## config.mk

```make
export PLATFORM = sky130hd
export DESIGN_NAME = abs_turns_report
export DESIGN_NICKNAME = d
export VERILOG_FILES = /design/src/rtl/abs_turns_pkg.sv /design/src/rtl/char_fifo.sv /design/src/rtl/char_serializer.sv /design/src/rtl/abs_turns_report.sv
export SDC_FILE = /design/constraint.sdc
export NUM_CORES = 1
export LEC_CHECK = 0
export ABC_AREA = 1
export BUFFER_PORTS_ARGS = -buffer_cell sky130_fd_sc_hd__buf_2
export CAP_MARGIN = 40
export CORE_MARGIN = 3
export CORE_UTILIZATION = 40
export DETAILED_ROUTE_END_ITERATION = 10
export SLEW_MARGIN = 25
export SYNTH_ARGS = -nofsm -noshare
export SYNTH_HDL_FRONTEND = slang
export SYNTH_SLANG_ARGS = --single-unit
```

## constraint.sdc

```tcl
create_clock -name clk -period 5.66 [get_ports clk]
set_clock_uncertainty 0.1 [all_clocks]
set_input_delay 0 -clock clk [delete_from_list [all_inputs] [get_ports clk]]
set_output_delay 0 -clock clk [all_outputs]
set_load 0.01 [all_outputs]
```

## src/rtl/abs_turns_pkg.sv

```systemverilog
/*
  Constants, character codes and state type for the absolute turns report.
  Assumes a single 25 MHz clock shared by every design file.
*/
// Summary of operation
// - Serial line sends 9600 baud characters: start, 7 ASCII bits, even parity, stop.
// - A turns frame is P, sign, five decimal digits, carriage return.
// - With default limit the count spans -32768 to +32767 and wraps.
// - Initial incremental pulses go through the same divider as normal ones.
// - Sensor-off with absolute encoder sends the alarm contents serially.
// - Sensor-off is refused while motor power is on.
// - Reverse turn at count 0 loads the turn limit.
// - Forward turn at the turn limit returns the count to 0.
// - Turn limit 0 to 65535, default 65535, taken only at restart.
// - Drive and encoder limits differing raises the mismatch alarm, alarm output high.
// - Origin offset within +/-1073741823, default 0, applied after sensor-on.
// - Machine position is encoder position minus origin offset.
// - 100 ms after sensor-on clear up/down count; normal 400 ms after frame.
`default_nettype none
package abs_turns_pkg;
  // ***************************************************************
  // Timing
  // ***************************************************************
  localparam int CLK_HZ = 25_000_000;
  localparam int BAUD_BPS = 9600;
  localparam int BIT_CYCLES = CLK_HZ / BAUD_BPS;
  localparam int ON_DELAY_MS = 100;
  localparam int SETTLE_MS = 400;
  localparam int ON_DELAY_CYCLES = (CLK_HZ / 1000) * ON_DELAY_MS;
  localparam int SETTLE_CYCLES = (CLK_HZ / 1000) * SETTLE_MS;

  // ***************************************************************
  // Settings and frame layout
  // ***************************************************************
  localparam logic [15:0] TURN_LIMIT_RESET = 16'hFFFF;
  localparam logic signed [31:0] OFFSET_MAX = 32'sh3FFFFFFF;
  localparam logic signed [31:0] OFFSET_RESET = 32'sh00000000;
  localparam logic [15:0] ALARM_TURN_LIMIT = 16'h0001; // Arbitrary code
  localparam int FRAME_LEN = 8;
  localparam int DIGITS = 5;
  localparam int CHAR_BITS = 7;
  localparam logic [6:0] CHAR_P = 7'h50;
  localparam logic [6:0] CHAR_PLUS = 7'h2B;
  localparam logic [6:0] CHAR_MINUS = 7'h2D;
  localparam logic [6:0] CHAR_CR = 7'h0D;
  localparam logic [6:0] CHAR_ZERO = 7'h30;
  localparam logic [6:0] CHAR_LETTER_A = 7'h41;
  localparam logic [6:0] CHAR_LETTER_L = 7'h4C;
  localparam logic [6:0] CHAR_LETTER_M = 7'h4D;
  localparam logic [6:0] CHAR_HEX_ALPHA = 7'h37;

  typedef enum logic [2:0] {
    ST_IDLE = 3'b000,
    ST_WAIT_ON = 3'b001,
    ST_BUILD = 3'b010,
    ST_LOAD = 3'b011,
    ST_DRAIN = 3'b100,
    ST_SETTLE = 3'b101,
    ST_NORMAL = 3'b110
  } report_state_t;
endpackage
`default_nettype wire

```

## src/rtl/char_fifo.sv

```systemverilog
/*
  Small synchronous FIFO with valid/ready on both sides.
  Assumes one clock; the drain side may stall for any time.
*/
`default_nettype none
module char_fifo #(
  parameter int WIDTH = 7,
  parameter int DEPTH = 4
) (
  // Clock and reset
  input wire logic clk,
  input wire logic rst_n,
  // Fill side
  input wire logic in_valid,
  input wire logic [WIDTH-1:0] in_data,
  output logic in_ready,
  // Drain side
  output logic out_valid,
  output logic [WIDTH-1:0] out_data,
  input wire logic out_ready
);
  localparam int AW = $clog2(DEPTH);
  logic [WIDTH-1:0] mem [DEPTH];
  logic [AW-1:0] wr_ptr;
  logic [AW-1:0] rd_ptr;
  logic [AW:0] count;
  logic push;
  logic pop;

  assign in_ready = (count != (AW+1)'(DEPTH));
  assign out_valid = (count != '0);
  assign out_data = mem[rd_ptr];
  assign push = in_valid && in_ready;
  assign pop = out_valid && out_ready;

  always_ff @(posedge clk) begin
    if (push) begin
      mem[wr_ptr] <= in_data;
    end
  end

  always_ff @(posedge clk or negedge rst_n) begin
    if (!rst_n) begin
      wr_ptr <= '0;
      rd_ptr <= '0;
      count <= '0;
    end else begin
      if (push) begin
        wr_ptr <= (wr_ptr == AW'(DEPTH - 1)) ? '0 : wr_ptr + 1'b1;
      end
      if (pop) begin
        rd_ptr <= (rd_ptr == AW'(DEPTH - 1)) ? '0 : rd_ptr + 1'b1;
      end
      count <= count + (AW+1)'(push) - (AW+1)'(pop);
    end
  end
endmodule
`default_nettype wire

```

## src/rtl/char_serializer.sv

```systemverilog
/*
  Start-stop character sender: start, 7 data bits LSB first, even parity, stop.
  Assumes the character source holds data while valid and not ready.
*/
`default_nettype none
module char_serializer
  import abs_turns_pkg::*;
#(
  parameter int BIT_TIME = BIT_CYCLES
) (
  // Clock and reset
  input wire logic clk,
  input wire logic rst_n,
  // Character in
  input wire logic char_valid,
  input wire logic [CHAR_BITS-1:0] char_data,
  output logic char_ready,
  // Line
  output logic line_out,
  output logic busy
);
  logic [9:0] shift;
  logic [3:0] bits_left;
  logic [11:0] baud_cnt;

  always_ff @(posedge clk or negedge rst_n) begin
    if (!rst_n) begin
      shift <= 10'h3FF;
      bits_left <= 4'h0;
      baud_cnt <= 12'h000;
      busy <= 1'b0;
      char_ready <= 1'b0;
      line_out <= 1'b1;
    end else if (!busy) begin
      line_out <= 1'b1;
      char_ready <= 1'b1;
      if (char_valid && char_ready) begin
        // Frame: stop, even parity, data, start
        shift <= {1'b1, ^char_data, char_data, 1'b0};
        bits_left <= 4'hA;
        baud_cnt <= 12'h000;
        busy <= 1'b1;
        char_ready <= 1'b0;
      end
    end else if (baud_cnt == 12'h000) begin
      if (bits_left == 4'h0) begin
        busy <= 1'b0;
        line_out <= 1'b1;
      end else begin
        line_out <= shift[0];
        shift <= {1'b1, shift[9:1]};
        bits_left <= bits_left - 1'b1;
        // Bit times above 4096 cycles need a wider counter
        baud_cnt <= 12'(BIT_TIME - 1);
      end
    end else begin
      baud_cnt <= baud_cnt - 1'b1;
    end
  end
endmodule
`default_nettype wire

```

## src/rtl/abs_turns_report.sv

```systemverilog
/*
  Absolute turns report: multiturn counter, serial frame sender on the
  serial position line, pulse divider, turn limit check and origin offset.
  Assumes all inputs are synchronous to clk and step strobes are one cycle.
*/
`default_nettype none
module abs_turns_report
  import abs_turns_pkg::*;
#(
  parameter int ON_DELAY = ON_DELAY_CYCLES,
  parameter int SETTLE_DELAY = SETTLE_CYCLES,
  parameter int BIT_TIME = BIT_CYCLES,
  parameter int FIFO_DEPTH = 4
) (
  // Clock and reset
  input wire logic clk,
  input wire logic rst_n,
  // Drive status and host commands
  input wire logic encoder_fitted,
  input wire logic motor_power_on,
  input wire logic sensor_on_command,
  input wire logic sensor_off_command,
  input wire logic [15:0] alarm_contents,
  // Encoder side
  input wire logic turn_step_fwd,
  input wire logic turn_step_rev,
  input wire logic [15:0] encoder_turn_limit,
  input wire logic signed [31:0] encoder_position,
  input wire logic inc_pulse,
  input wire logic inc_dir,
  input wire logic initial_pulse,
  input wire logic initial_dir,
  // Settings
  input wire logic [15:0] turn_limit_setting,
  input wire logic signed [31:0] origin_offset_setting,
  input wire logic [15:0] pulse_divide_ratio,
  // Outputs
  output logic serial_position_out,
  output logic divided_pulse,
  output logic divided_dir,
  output logic [15:0] updown_count,
  output logic [15:0] turn_count,
  output logic servo_alarm_open,
  output logic turn_limit_mismatch_alarm,
  output logic signed [31:0] machine_coordinate_position
);
  report_state_t state;
  logic [15:0] turn_limit;
  logic limit_taken;
  logic signed [31:0] origin_offset;
  logic offset_enabled;
  logic alarm_mode;
  logic [CHAR_BITS-1:0] frame [FRAME_LEN];
  logic [2:0] idx;
  logic [16:0] remain;
  logic [3:0] digit;
  logic [23:0] timer;
  logic [15:0] div_cnt;
  logic fifo_in_valid;
  logic fifo_in_ready;
  logic [CHAR_BITS-1:0] fifo_in_data;
  logic fifo_out_valid;
  logic fifo_out_ready;
  logic [CHAR_BITS-1:0] fifo_out_data;
  logic tx_busy;
  logic tx_line;
  logic off_accept;
  logic on_accept;
  logic signed_view;
  logic [16:0] magnitude;
  logic src_pulse;
  logic src_dir;

  function automatic logic [16:0] pow10(input logic [2:0] k);
    case (k)
      3'h0: pow10 = 17'h02710;
      3'h1: pow10 = 17'h003E8;
      3'h2: pow10 = 17'h00064;
      3'h3: pow10 = 17'h0000A;
      default: pow10 = 17'h00001;
    endcase
  endfunction

  function automatic logic [6:0] hex_char(input logic [3:0] n);
    hex_char = (n < 4'hA) ? CHAR_ZERO + 7'(n) : CHAR_HEX_ALPHA + 7'(n);
  endfunction

  // ***************************************************************
  // Commands
  // ***************************************************************
  // Power on blocks sensor-off entirely; the host must retry later
  assign off_accept = sensor_off_command && encoder_fitted && !motor_power_on
    && (state == ST_IDLE || state == ST_NORMAL);
  assign on_accept = sensor_on_command && encoder_fitted && !off_accept
    && (state == ST_IDLE);
  assign signed_view = (turn_limit == TURN_LIMIT_RESET);
  assign magnitude = (signed_view && turn_count[15]) ?
    17'h10000 - {1'b0, turn_count} : {1'b0, turn_count};

  // ***************************************************************
  // Turn limit, taken once after restart
  // ***************************************************************
  always_ff @(posedge clk or negedge rst_n) begin
    if (!rst_n) begin
      turn_limit <= TURN_LIMIT_RESET;
      limit_taken <= 1'b0;
    end else if (!limit_taken) begin
      turn_limit <= turn_limit_setting;
      limit_taken <= 1'b1;
    end
  end

  // ***************************************************************
  // Multiturn counter
  // ***************************************************************
  always_ff @(posedge clk or negedge rst_n) begin
    if (!rst_n) begin
      turn_count <= 16'h0000;
    end else if (turn_step_fwd && !turn_step_rev) begin
      turn_count <= (turn_count == turn_limit) ? 16'h0000
        : turn_count + 1'b1;
    end else if (turn_step_rev && !turn_step_fwd) begin
      turn_count <= (turn_count == 16'h0000) ? turn_limit
        : turn_count - 1'b1;
    end
  end

  // ***************************************************************
  // Limit mismatch alarm
  // ***************************************************************
  always_ff @(posedge clk or negedge rst_n) begin
    if (!rst_n) begin
      turn_limit_mismatch_alarm <= 1'b0;
      servo_alarm_open <= 1'b0;
    end else begin
      // Held off until the limit is latched, or reset would flash the alarm
      turn_limit_mismatch_alarm <= encoder_fitted && limit_taken
        && (turn_limit != encoder_turn_limit);
      servo_alarm_open <= encoder_fitted && limit_taken
        && (turn_limit != encoder_turn_limit);
    end
  end

  // ***************************************************************
  // Origin offset and machine coordinate
  // ***************************************************************
  always_ff @(posedge clk or negedge rst_n) begin
    if (!rst_n) begin
      origin_offset <= OFFSET_RESET;
      offset_enabled <= 1'b0;
      machine_coordinate_position <= 32'sh00000000;
    end else begin
      // Out-of-range settings are ignored, the last good value stays
      if (origin_offset_setting <= OFFSET_MAX
          && origin_offset_setting >= -OFFSET_MAX) begin
        origin_offset <= origin_offset_setting;
      end
      if (off_accept) begin
        offset_enabled <= 1'b0;
      end else if (on_accept) begin
        offset_enabled <= 1'b1;
      end
      machine_coordinate_position <= offset_enabled ?
        encoder_position - origin_offset : encoder_position;
    end
  end

  // ***************************************************************
  // Sequencer and frame builder
  // ***************************************************************
  always_ff @(posedge clk or negedge rst_n) begin
    if (!rst_n) begin
      state <= ST_IDLE;
      alarm_mode <= 1'b0;
      idx <= 3'h0;
      remain <= 17'h00000;
      digit <= 4'h0;
      timer <= 24'h000000;
      for (int i = 0; i < FRAME_LEN; i++) begin
        frame[i] <= CHAR_CR;
      end
    end else begin
      case (state)
        ST_IDLE, ST_NORMAL: begin
          if (off_accept) begin
            // Alarm frame: A L M, four hex digits, CR
            alarm_mode <= 1'b1;
            frame[0] <= CHAR_LETTER_A;
            frame[1] <= CHAR_LETTER_L;
            frame[2] <= CHAR_LETTER_M;
            for (int i = 0; i < 4; i++) begin
              frame[3+i] <= hex_char(turn_limit_mismatch_alarm ?
                ALARM_TURN_LIMIT[15-4*i -: 4] : alarm_contents[15-4*i -: 4]);
            end
            frame[7] <= CHAR_CR;
            idx <= 3'h0;
            state <= ST_LOAD;
          end else if (on_accept) begin
            alarm_mode <= 1'b0;
            timer <= 24'(ON_DELAY - 1);
            state <= ST_WAIT_ON;
          end
        end
        ST_WAIT_ON: begin
          if (timer == 24'h000000) begin
            frame[0] <= CHAR_P;
            frame[1] <= (signed_view && turn_count[15]) ? CHAR_MINUS
              : CHAR_PLUS;
            frame[7] <= CHAR_CR;
            remain <= magnitude;
            digit <= 4'h0;
            idx <= 3'h0;
            state <= ST_BUILD;
          end else begin
            timer <= timer - 1'b1;
          end
        end
        ST_BUILD: begin
          // Repeated subtraction: slow but needs no divider
          if (remain >= pow10(idx)) begin
            remain <= remain - pow10(idx);
            digit <= digit + 1'b1;
          end else begin
            frame[2+idx] <= CHAR_ZERO + 7'(digit);
            digit <= 4'h0;
            idx <= (idx == 3'(DIGITS - 1)) ? 3'h0 : idx + 1'b1;
            if (idx == 3'(DIGITS - 1)) begin
              state <= ST_LOAD;
            end
          end
        end
        ST_LOAD: begin
          if (fifo_in_ready) begin
            idx <= idx + 1'b1;
            if (idx == 3'(FRAME_LEN - 1)) begin
              state <= ST_DRAIN;
            end
          end
        end
        ST_DRAIN: begin
          if (!fifo_out_valid && !tx_busy) begin
            timer <= 24'(SETTLE_DELAY - 1);
            state <= alarm_mode ? ST_IDLE : ST_SETTLE;
          end
        end
        ST_SETTLE: begin
          if (timer == 24'h000000) begin
            state <= ST_NORMAL;
          end else begin
            timer <= timer - 1'b1;
          end
        end
        default: begin
          state <= ST_IDLE;
        end
      endcase
    end
  end

  assign fifo_in_valid = (state == ST_LOAD);
  assign fifo_in_data = frame[idx];

  // ***************************************************************
  // Character path
  // ***************************************************************
  char_fifo #(.WIDTH(CHAR_BITS), .DEPTH(FIFO_DEPTH)) u_fifo (
    .clk(clk),
    .rst_n(rst_n),
    .in_valid(fifo_in_valid),
    .in_data(fifo_in_data),
    .in_ready(fifo_in_ready),
    .out_valid(fifo_out_valid),
    .out_data(fifo_out_data),
    .out_ready(fifo_out_ready)
  );

  char_serializer #(.BIT_TIME(BIT_TIME)) u_ser (
    .clk(clk),
    .rst_n(rst_n),
    .char_valid(fifo_out_valid),
    .char_data(fifo_out_data),
    .char_ready(fifo_out_ready),
    .line_out(tx_line),
    .busy(tx_busy)
  );

  always_ff @(posedge clk or negedge rst_n) begin
    if (!rst_n) begin
      serial_position_out <= 1'b1;
    end else begin
      serial_position_out <= tx_line;
    end
  end

  // ***************************************************************
  // Pulse divider and up/down count
  // ***************************************************************
  // Initial pulses share the divider so the host sees one scaling
  assign src_pulse = (state == ST_SETTLE) ? initial_pulse
    : (state == ST_NORMAL) && inc_pulse;
  assign src_dir = (state == ST_SETTLE) ? initial_dir : inc_dir;

  always_ff @(posedge clk or negedge rst_n) begin
    if (!rst_n) begin
      div_cnt <= 16'h0000;
      divided_pulse <= 1'b0;
      divided_dir <= 1'b0;
    end else begin
      divided_pulse <= 1'b0;
      if (src_pulse) begin
        divided_dir <= src_dir;
        if (div_cnt + 1'b1 >= pulse_divide_ratio) begin
          div_cnt <= 16'h0000;
          divided_pulse <= 1'b1;
        end else begin
          div_cnt <= div_cnt + 1'b1;
        end
      end
    end
  end

  always_ff @(posedge clk or negedge rst_n) begin
    if (!rst_n) begin
      updown_count <= 16'h0000;
    end else if (state == ST_WAIT_ON && timer == 24'h000000) begin
      updown_count <= 16'h0000;
    end else if (divided_pulse) begin
      updown_count <= divided_dir ? updown_count - 1'b1
        : updown_count + 1'b1;
    end
  end
endmodule
`default_nettype wire

```

==> results of run 1 <==
-- per-stage QoR --
stage / hold WS (ps) / setup slack [ps]
after floorplan: -396 / 2750
after global placement: 11.1 / 1650
after detailed placement: 27.9 / 1490
after CTS: 4.29 / 1510
after global routing: 51.0 / 1070
final: -24.9 / 1500
-- timing repair --
action                    in CTS  in global routing
hold buffers                 121                  0
hold endpoints to repair     257                  0
buffers inserted               0                  0
-- logic make-up after synthesis --
kind of cell | Yosys count | synth area share
AND/OR/NAND/NOR | 1586 | 0.325
buffers and inverters | 436 | 0.0833
AO/OA/AOI/OAI | 399 | 0.108
flip-flops | 302 | 0.380
adder cells (fa/ha/maj) | 105 | 0.0658
XOR/XNOR | 85 | 0.0365
multiplexers | 3 | 0.00165
other | 1 | 0.000184
-- area by class of cell --
class,instances,area [µm²],share of cell area
timing repair buffer,339,2390,0.0974
multi-input combinational,2179,11000,0.447
inverter,363,1360,0.0555
clock inverter,20,201,0.00821
tap,672,841,0.0343
sequential,302,7760,0.316
antenna,5,12.5,0.000510
clock buffer,47,1000,0.0409
-- synthesized netlist by cell type, types with 8 or more instances --
cell        n  area share
a21oi_1   138       0.034
clkbuf_1   43      0.0079
xnor2_1    33       0.014
o211ai_1    8      0.0029
inv_1     348       0.064
or2_2      14      0.0043
nor2_1    288       0.053
xor2_1     52       0.022
nand3_1   245       0.060
nand3b_1   21      0.0077
dfrtp_1   223        0.27
nand2_2     8      0.0025
o21ai_0   179       0.044
nand4_1    31      0.0095
nand2_1   912        0.17
edfxtp_1   28       0.041
ha_1      101       0.062
inv_2       9      0.0017
nor3_1     44       0.011
a31oi_1    10      0.0031
buf_2      21      0.0051
dfstp_2    51       0.066
-- power breakdown --
group | total (µW) | leakage (µW) | switching, µW | internal (µW)
Clock | 2390 | 0.000584 | 986 | 1400
Sequential | 3680 | 0.00357 | 708 | 2970
Combinational | 5050 | 0.00830 | 3260 | 1800
Total | 11100 | 0.0125 | 4950 | 6170
-- sequential cells by signal, summed over array words and instances (netlist names), 9 cells and up --
name,cells
div_cnt,16
frame,53
machine_coordinate_position,32
origin_offset,32
remain,17
timer,24
turn_count,16
turn_limit,16
u_fifo.mem,28
u_ser.baud_cnt,12
u_ser.shift,9
updown_count,16
-- worst max-delay path by stage --
stage	from	cells after the start	endpoint
floorplan	idx[0]	17	frame[36]
global placement	idx[0]	16	remain[16]
detailed placement	idx[0]	16	remain[16]
CTS	idx[0]	16	remain[16]
global route	idx[0]	16	remain[1]
finish	idx[0]	16	remain[16]
-- worst reg2reg max path: stages (launching register included) --
cell	delay [ps]
dfrtp_1	590
inv_1	280
ha_1	290
nand2_1	170
nand2_1	120
inv_1	100
ha_1	280
nand2_1	140
inv_1	50
a21oi_1	140
nand3_1	140
nand2_1	90
nand2_1	220
nand2_2	470
nand2_1	520
nand3_1	220
o21ai_0	100
-- metal layers --
layer	share of wire	routed length (µm)	GRT usage	up-vias
met5	0	0	0	-
met4	0.027	1640	0.0684	0
met3	0.057	3510	0.0305	95
met2	0.46	28200	0.371	573
met1	0.46	28100	0.311	9440
li1	-	-	-	10037
==> impl_metrics.ini, run 1 <==
[cells_and_area]
post-route-util = 0.488
layout_commonest_cell = nand2_1
final_cell_mix = nand2_1 (912), inv_1 (348), nor2_1 (288)
fillCellCount = 5063
finalNonFillerCells = 3927
final_area_um2 = 24500
drive_gt1_frac = 0.115
area_growth_pct = 20.1
fin_nets = 3467

[route]
routed_via_density = 5.13
wire_per_inst_um = 15.7
wl_mm = 61.5
drc = 0
drtIter0Drc = 1311
vias = 20145
antenna_left = 0
dr.pass1.iters = 5

[sta]
setup_tns_ps = 0
drv_slew = 0
setup_viol = 0
rsz0062_at_grt = no
max_freq_mhz = 241
period_share = 0.734
relSlewSlack = 0.348
holdWs_ps = -24.9
tightest_slew_ps = 978
hold_violations = 4
fin_crit_ps = 4160

[cts]
cts_root_buf = clkbuf_16
cts_tree = done
h-tree-depth = 2
cts_sinks = 302
cts.path.max_buffers = 3
path_clk_slew_ps = 70
cts_buffers = 37
clk_latency_ps = 560
post_cts_resized = 0

[worst_setup_path]
critPathKind = reg2reg
cp-start-kind = flop
r2r-end = remain[16]
rr_worst_depth = 16
cpMostUsedCell = nand2_1
cpMaxStageDelayCell = dfrtp_1
worstSetupEndpointType = flop
ff2ff_setup_slack_ps = 1500
crit_required_ps = 5970
max_stage_delay_ps = 590
cp_max_fo = 24
crit_path_cell_trace = inv_1 -> ha_1 -> nand2_1 -> nand2_1 -> inv_1 -> ha_1 -> nand2_1 -> inv_1 -> a21oi_1 -> nand3_1 -> nand2_1 -> nand2_1 -> nand2_2 -> nand2_1 -> nand3_1 -> o21ai_0
crit_family = simple AND/OR/NAND/NOR gates
worstPathArrival_ps = 4470
reg2reg_from = idx[0]
cp_num_buf_inv = 3

[synth]
yosysWarnings = 0
syn_nets = 3162
synth_edf_count = 28
syn_area_per_cell_um2 = 7.00
synthCells = 2917
yosysUniqueCellTypes = 56
ys.flop_type = dfrtp_1
synth-seq-cells = 302
async_flop_share = 0.907
seq_area_frac_synth = 0.380
synth_area_um2 = 20400

[die]
rows = 82
ios = 209
core_area_um2 = 50300
die_area_um2 = 53800
start_util = 0.406
die_h_um = 232
die_w_um = 232

[global_route]
antenna_found_initial = 4
grt_max_degree = 161
overflow = 0
grt.total_usage = 0.226
grt_pass1_wl_mm = 99.7
grt_pass1_vias = 19330

[place]
hpwlAfterDp_mm = 45.7
dp_cells = 3733
gp_congestion = 0.949
portBuffers = 208
dpl_cell_area_um2 = 22100

[min_path]
hold_class = in2async

[job]
maxCapViolCount = 0

[power]
powerDensity_nw_per_um2 = 453
power_leakage_uw = 0.0125
power_uw = 11100
peakVddDrop_mv = 0.210

[run_status]
violations = hold timing
status = finished, violations left
(Power assumes the default switching activity.)
==> run 2: changes to the inputs <==
--- a/config.mk
+++ b/config.mk
@@ -5,7 +5,7 @@
 export SDC_FILE = /design/constraint.sdc
 export NUM_CORES = 1
 export LEC_CHECK = 0
-export ABC_AREA = 1
+export ABC_AREA = 0
 export BUFFER_PORTS_ARGS = -buffer_cell sky130_fd_sc_hd__buf_2
 export CAP_MARGIN = 40
 export CORE_MARGIN = 3
==> constraint.sdc (replaced) <==
create_clock -name clk -period 4.1 [get_ports clk]
set_clock_uncertainty 0.1 [all_clocks]
set_input_delay 0 -clock clk [delete_from_list [all_inputs] [get_ports clk]]
set_output_delay 0 -clock clk [all_outputs]
set_load 0.01 [all_outputs]
==> impl_metrics.ini, run 2 <==
[worst_setup_path]
cp_num_buf_inv = 4
crit_path_cell_trace = inv_2 -> ha_1 -> nand2_1 -> ha_1 -> a21oi_1 -> nand2_1 -> a211o_1 -> a31oi_1 -> o31ai_1 -> buf_4 -> o21ai_0 -> buf_4 -> a21oi_1 -> a31oi_1 -> dlygate4sd3_1
reg2reg_from = idx[1]
cp_max_fo = 6
max_stage_delay_ps = 580
r2r-end = frame[26]
ff2ff_setup_slack_ps = 270
rr_worst_depth = 15
crit_required_ps = 4480
cpMaxStageDelayCell = dlygate4sd3_1
critPathKind = reg2reg
worstPathArrival_ps = 4200
cp-start-kind = flop
crit_family = compound AO/OA/AOI/OAI gates
worstSetupEndpointType = flop

[route]
dr.pass1.iters = 6
drc = 0
vias = 16726
routed_via_density = 5.54
antenna_left = 0
wl_mm = 54.1
drtIter0Drc = 1135
wire_per_inst_um = 17.9

[synth]
synthCells = 2048
ys_top_cells_by_area = dfrtp_1 (30%), dfstp_2 (7.2%), ha_1 (6.7%)
synth_area_um2 = 18700
synthTopCellsByCount = dfrtp_1 (223), nand2_1 (213), o21ai_0 (179), nor2_1 (159), a21oi_1 (122)
syn_area_per_cell_um2 = 9.15
syn_nets = 2293
yosysUniqueCellTypes = 85
ys.flop_type = dfrtp_1
synth_edf_count = 28
yosysWarnings = 0
synth-seq-cells = 302
yosysMostFrequentCell = dfrtp_1
yosys.area.top_type = dfrtp_1
seq_area_frac_synth = 0.414
synth_top_cell_area_share = 0.298
async_flop_share = 0.907

[global_route]
grt.total_usage = 0.214
overflow = 0
grt_max_degree = 115
grt_pass1_wl_mm = 88.0
grt_pass1_vias = 16907
antenna_found_initial = 0

[cts]
path_clk_slew_ps = 60
cts.path.max_buffers = 3
cts_root_buf = clkbuf_16
clk_latency_ps = 540
postCtsSetupRepairBufs = 0
cts_sinks = 302
h-tree-depth = 2
cts_tree = done
cts_buffers = 38

[cells_and_area]
largest_register = frame
fillCellCount = 4143
multiInputGateArea_um2 = 10200
layout_commonest_cell = dfrtp_1
seq_area_um2 = 7760
final_cell_mix = dfrtp_1 (223), nand2_1 (213), buf_2 (207)
largest_reg_flops = 53
area_growth_pct = 24.6
fin_nets = 2635
finalNonFillerCells = 3021
drive_gt1_frac = 0.179
top_regs = frame: 53 flops, machine_coordinate_position: 32 flops, origin_offset: 32 flops

[sta]
period_share = 0.933
setup_tns_ps = 0
drv_slew = 0
setup_viol = 0
max_freq_mhz = 261
relSlewSlack = 0.493
tightest_slew_ps = 758
rsz0062_at_grt = no
hold_violations = 0
fin_crit_ps = 3830

[die]
die_h_um = 222
core_area_um2 = 45900
die_area_um2 = 49500
ios = 209
rows = 78
die_w_um = 222
start_util = 0.409

[min_path]
hold_class = in2reg
hold_path_depth = 3
min_from = encoder_position[31]
hold_path_end = machine_coordinate_position[31]

[power]
power.share.sequential = 0.333
pwr-share-clk = 0.234
power_leakage_uw = 0.0104
switching_power_uw = 5790
comb_power_share = 0.432
p_sw_frac = 0.393
peakVddDrop_mv = 0.405
powerDensity_nw_per_um2 = 631
p_int_uw = 8940

[place]
hpwlAfterDp_mm = 37.8
dp_cells = 2798
portBuffers = 208
gp_congestion = 0.879

[run_status]
status = finished, final reports clean

[job]
maxCapViolCount = 0
==> run 2: tightest hold or removal path: stages <==
cell and delay (ps):
dlygate4sd3_1 520, buf_2 100, xor2_1 50
==> run 2: layout make-up <==
class                           instances  area share
Tap cell                              600      0.0322
Inverter                              119      0.0191
Timing Repair Buffer                  395       0.123
Clock inverter                         12     0.00589
Antenna cell                            1    0.000107
Clock buffer                           58      0.0497
Sequential cell                       302       0.332
Multi-Input combinational cell       1534       0.437
==> run 2: power groups by stage <==
stage               Sequential [µW]  Combinational (µW)  Clock [µW]
global placement               4920                5950           0
floorplan                      4650                4500           0
detailed placement             4930                6090           0
finish                         4910                6370        3450
global route                   5040                7120        3660
CTS                            4900                6300        3540
==> run 2: logic make-up (layout without fill, tap and decap cells) <==
kind of cell               count (synthesis)  after routing  share of synthesized area
and+or+nand+nor                          658            658                      0.168
AOI/OAI and AO/OA                        569            569                      0.194
DFF                                      302            302                      0.414
buffers and inverters                    212            584                     0.0437
xor gates and xnor gates                 129            129                     0.0603
adders and majority gates                105            105                     0.0717
muxes                                     72             72                     0.0482
other                                      1              2                   0.000200
==> run 2: timing repair <==
action / 4_1_cts / 5_1_grt
setup endpoints to repair: 0 / 16
resized for setup: 0 / 5
endpoints found under the hold margin: 283 / 0
hold buffers: 150 / 0
==> run 2: stage by stage <==
step	instance area, µm²	total power (µW)	hold slack [ps]	setup WS (ps)	util
finish	23300	14700	86.6	273	0.509
global route	23300	15800	71.7	24.0	0.509
CTS	23300	14700	44.5	48.1	0.508
detailed placement	20500	11000	-65.6	231	0.447
global placement	20500	10900	-80.9	322	0.446
floorplan	18700	9140	-396	374	-
==> run 2: worst max-delay path by stage <==
stage | startpoint | end | slack [ps] | cells past startpoint
finish | idx[1] | frame[26] | 270 | 15
global route | idx[2] | frame[26] | 20 | 15
detailed placement | idx[0] | remain[10] | 230 | 11
global placement | idx[0] | remain[10] | 320 | 11
floorplan | idx[1] | frame[20] | 370 | 13
CTS | idx[1] | frame[26] | 50 | 16
==> run 2: metal layers <==
layer / share of wire / vias to the layer above / global-route usage
li1: - / 8049 / -
met1: 0.45 / 8145 / 0.289
met2: 0.47 / 437 / 0.352
met3: 0.053 / 95 / 0.0408
met4: 0.024 / 0 / 0.0632
met5: 0 / - / 0
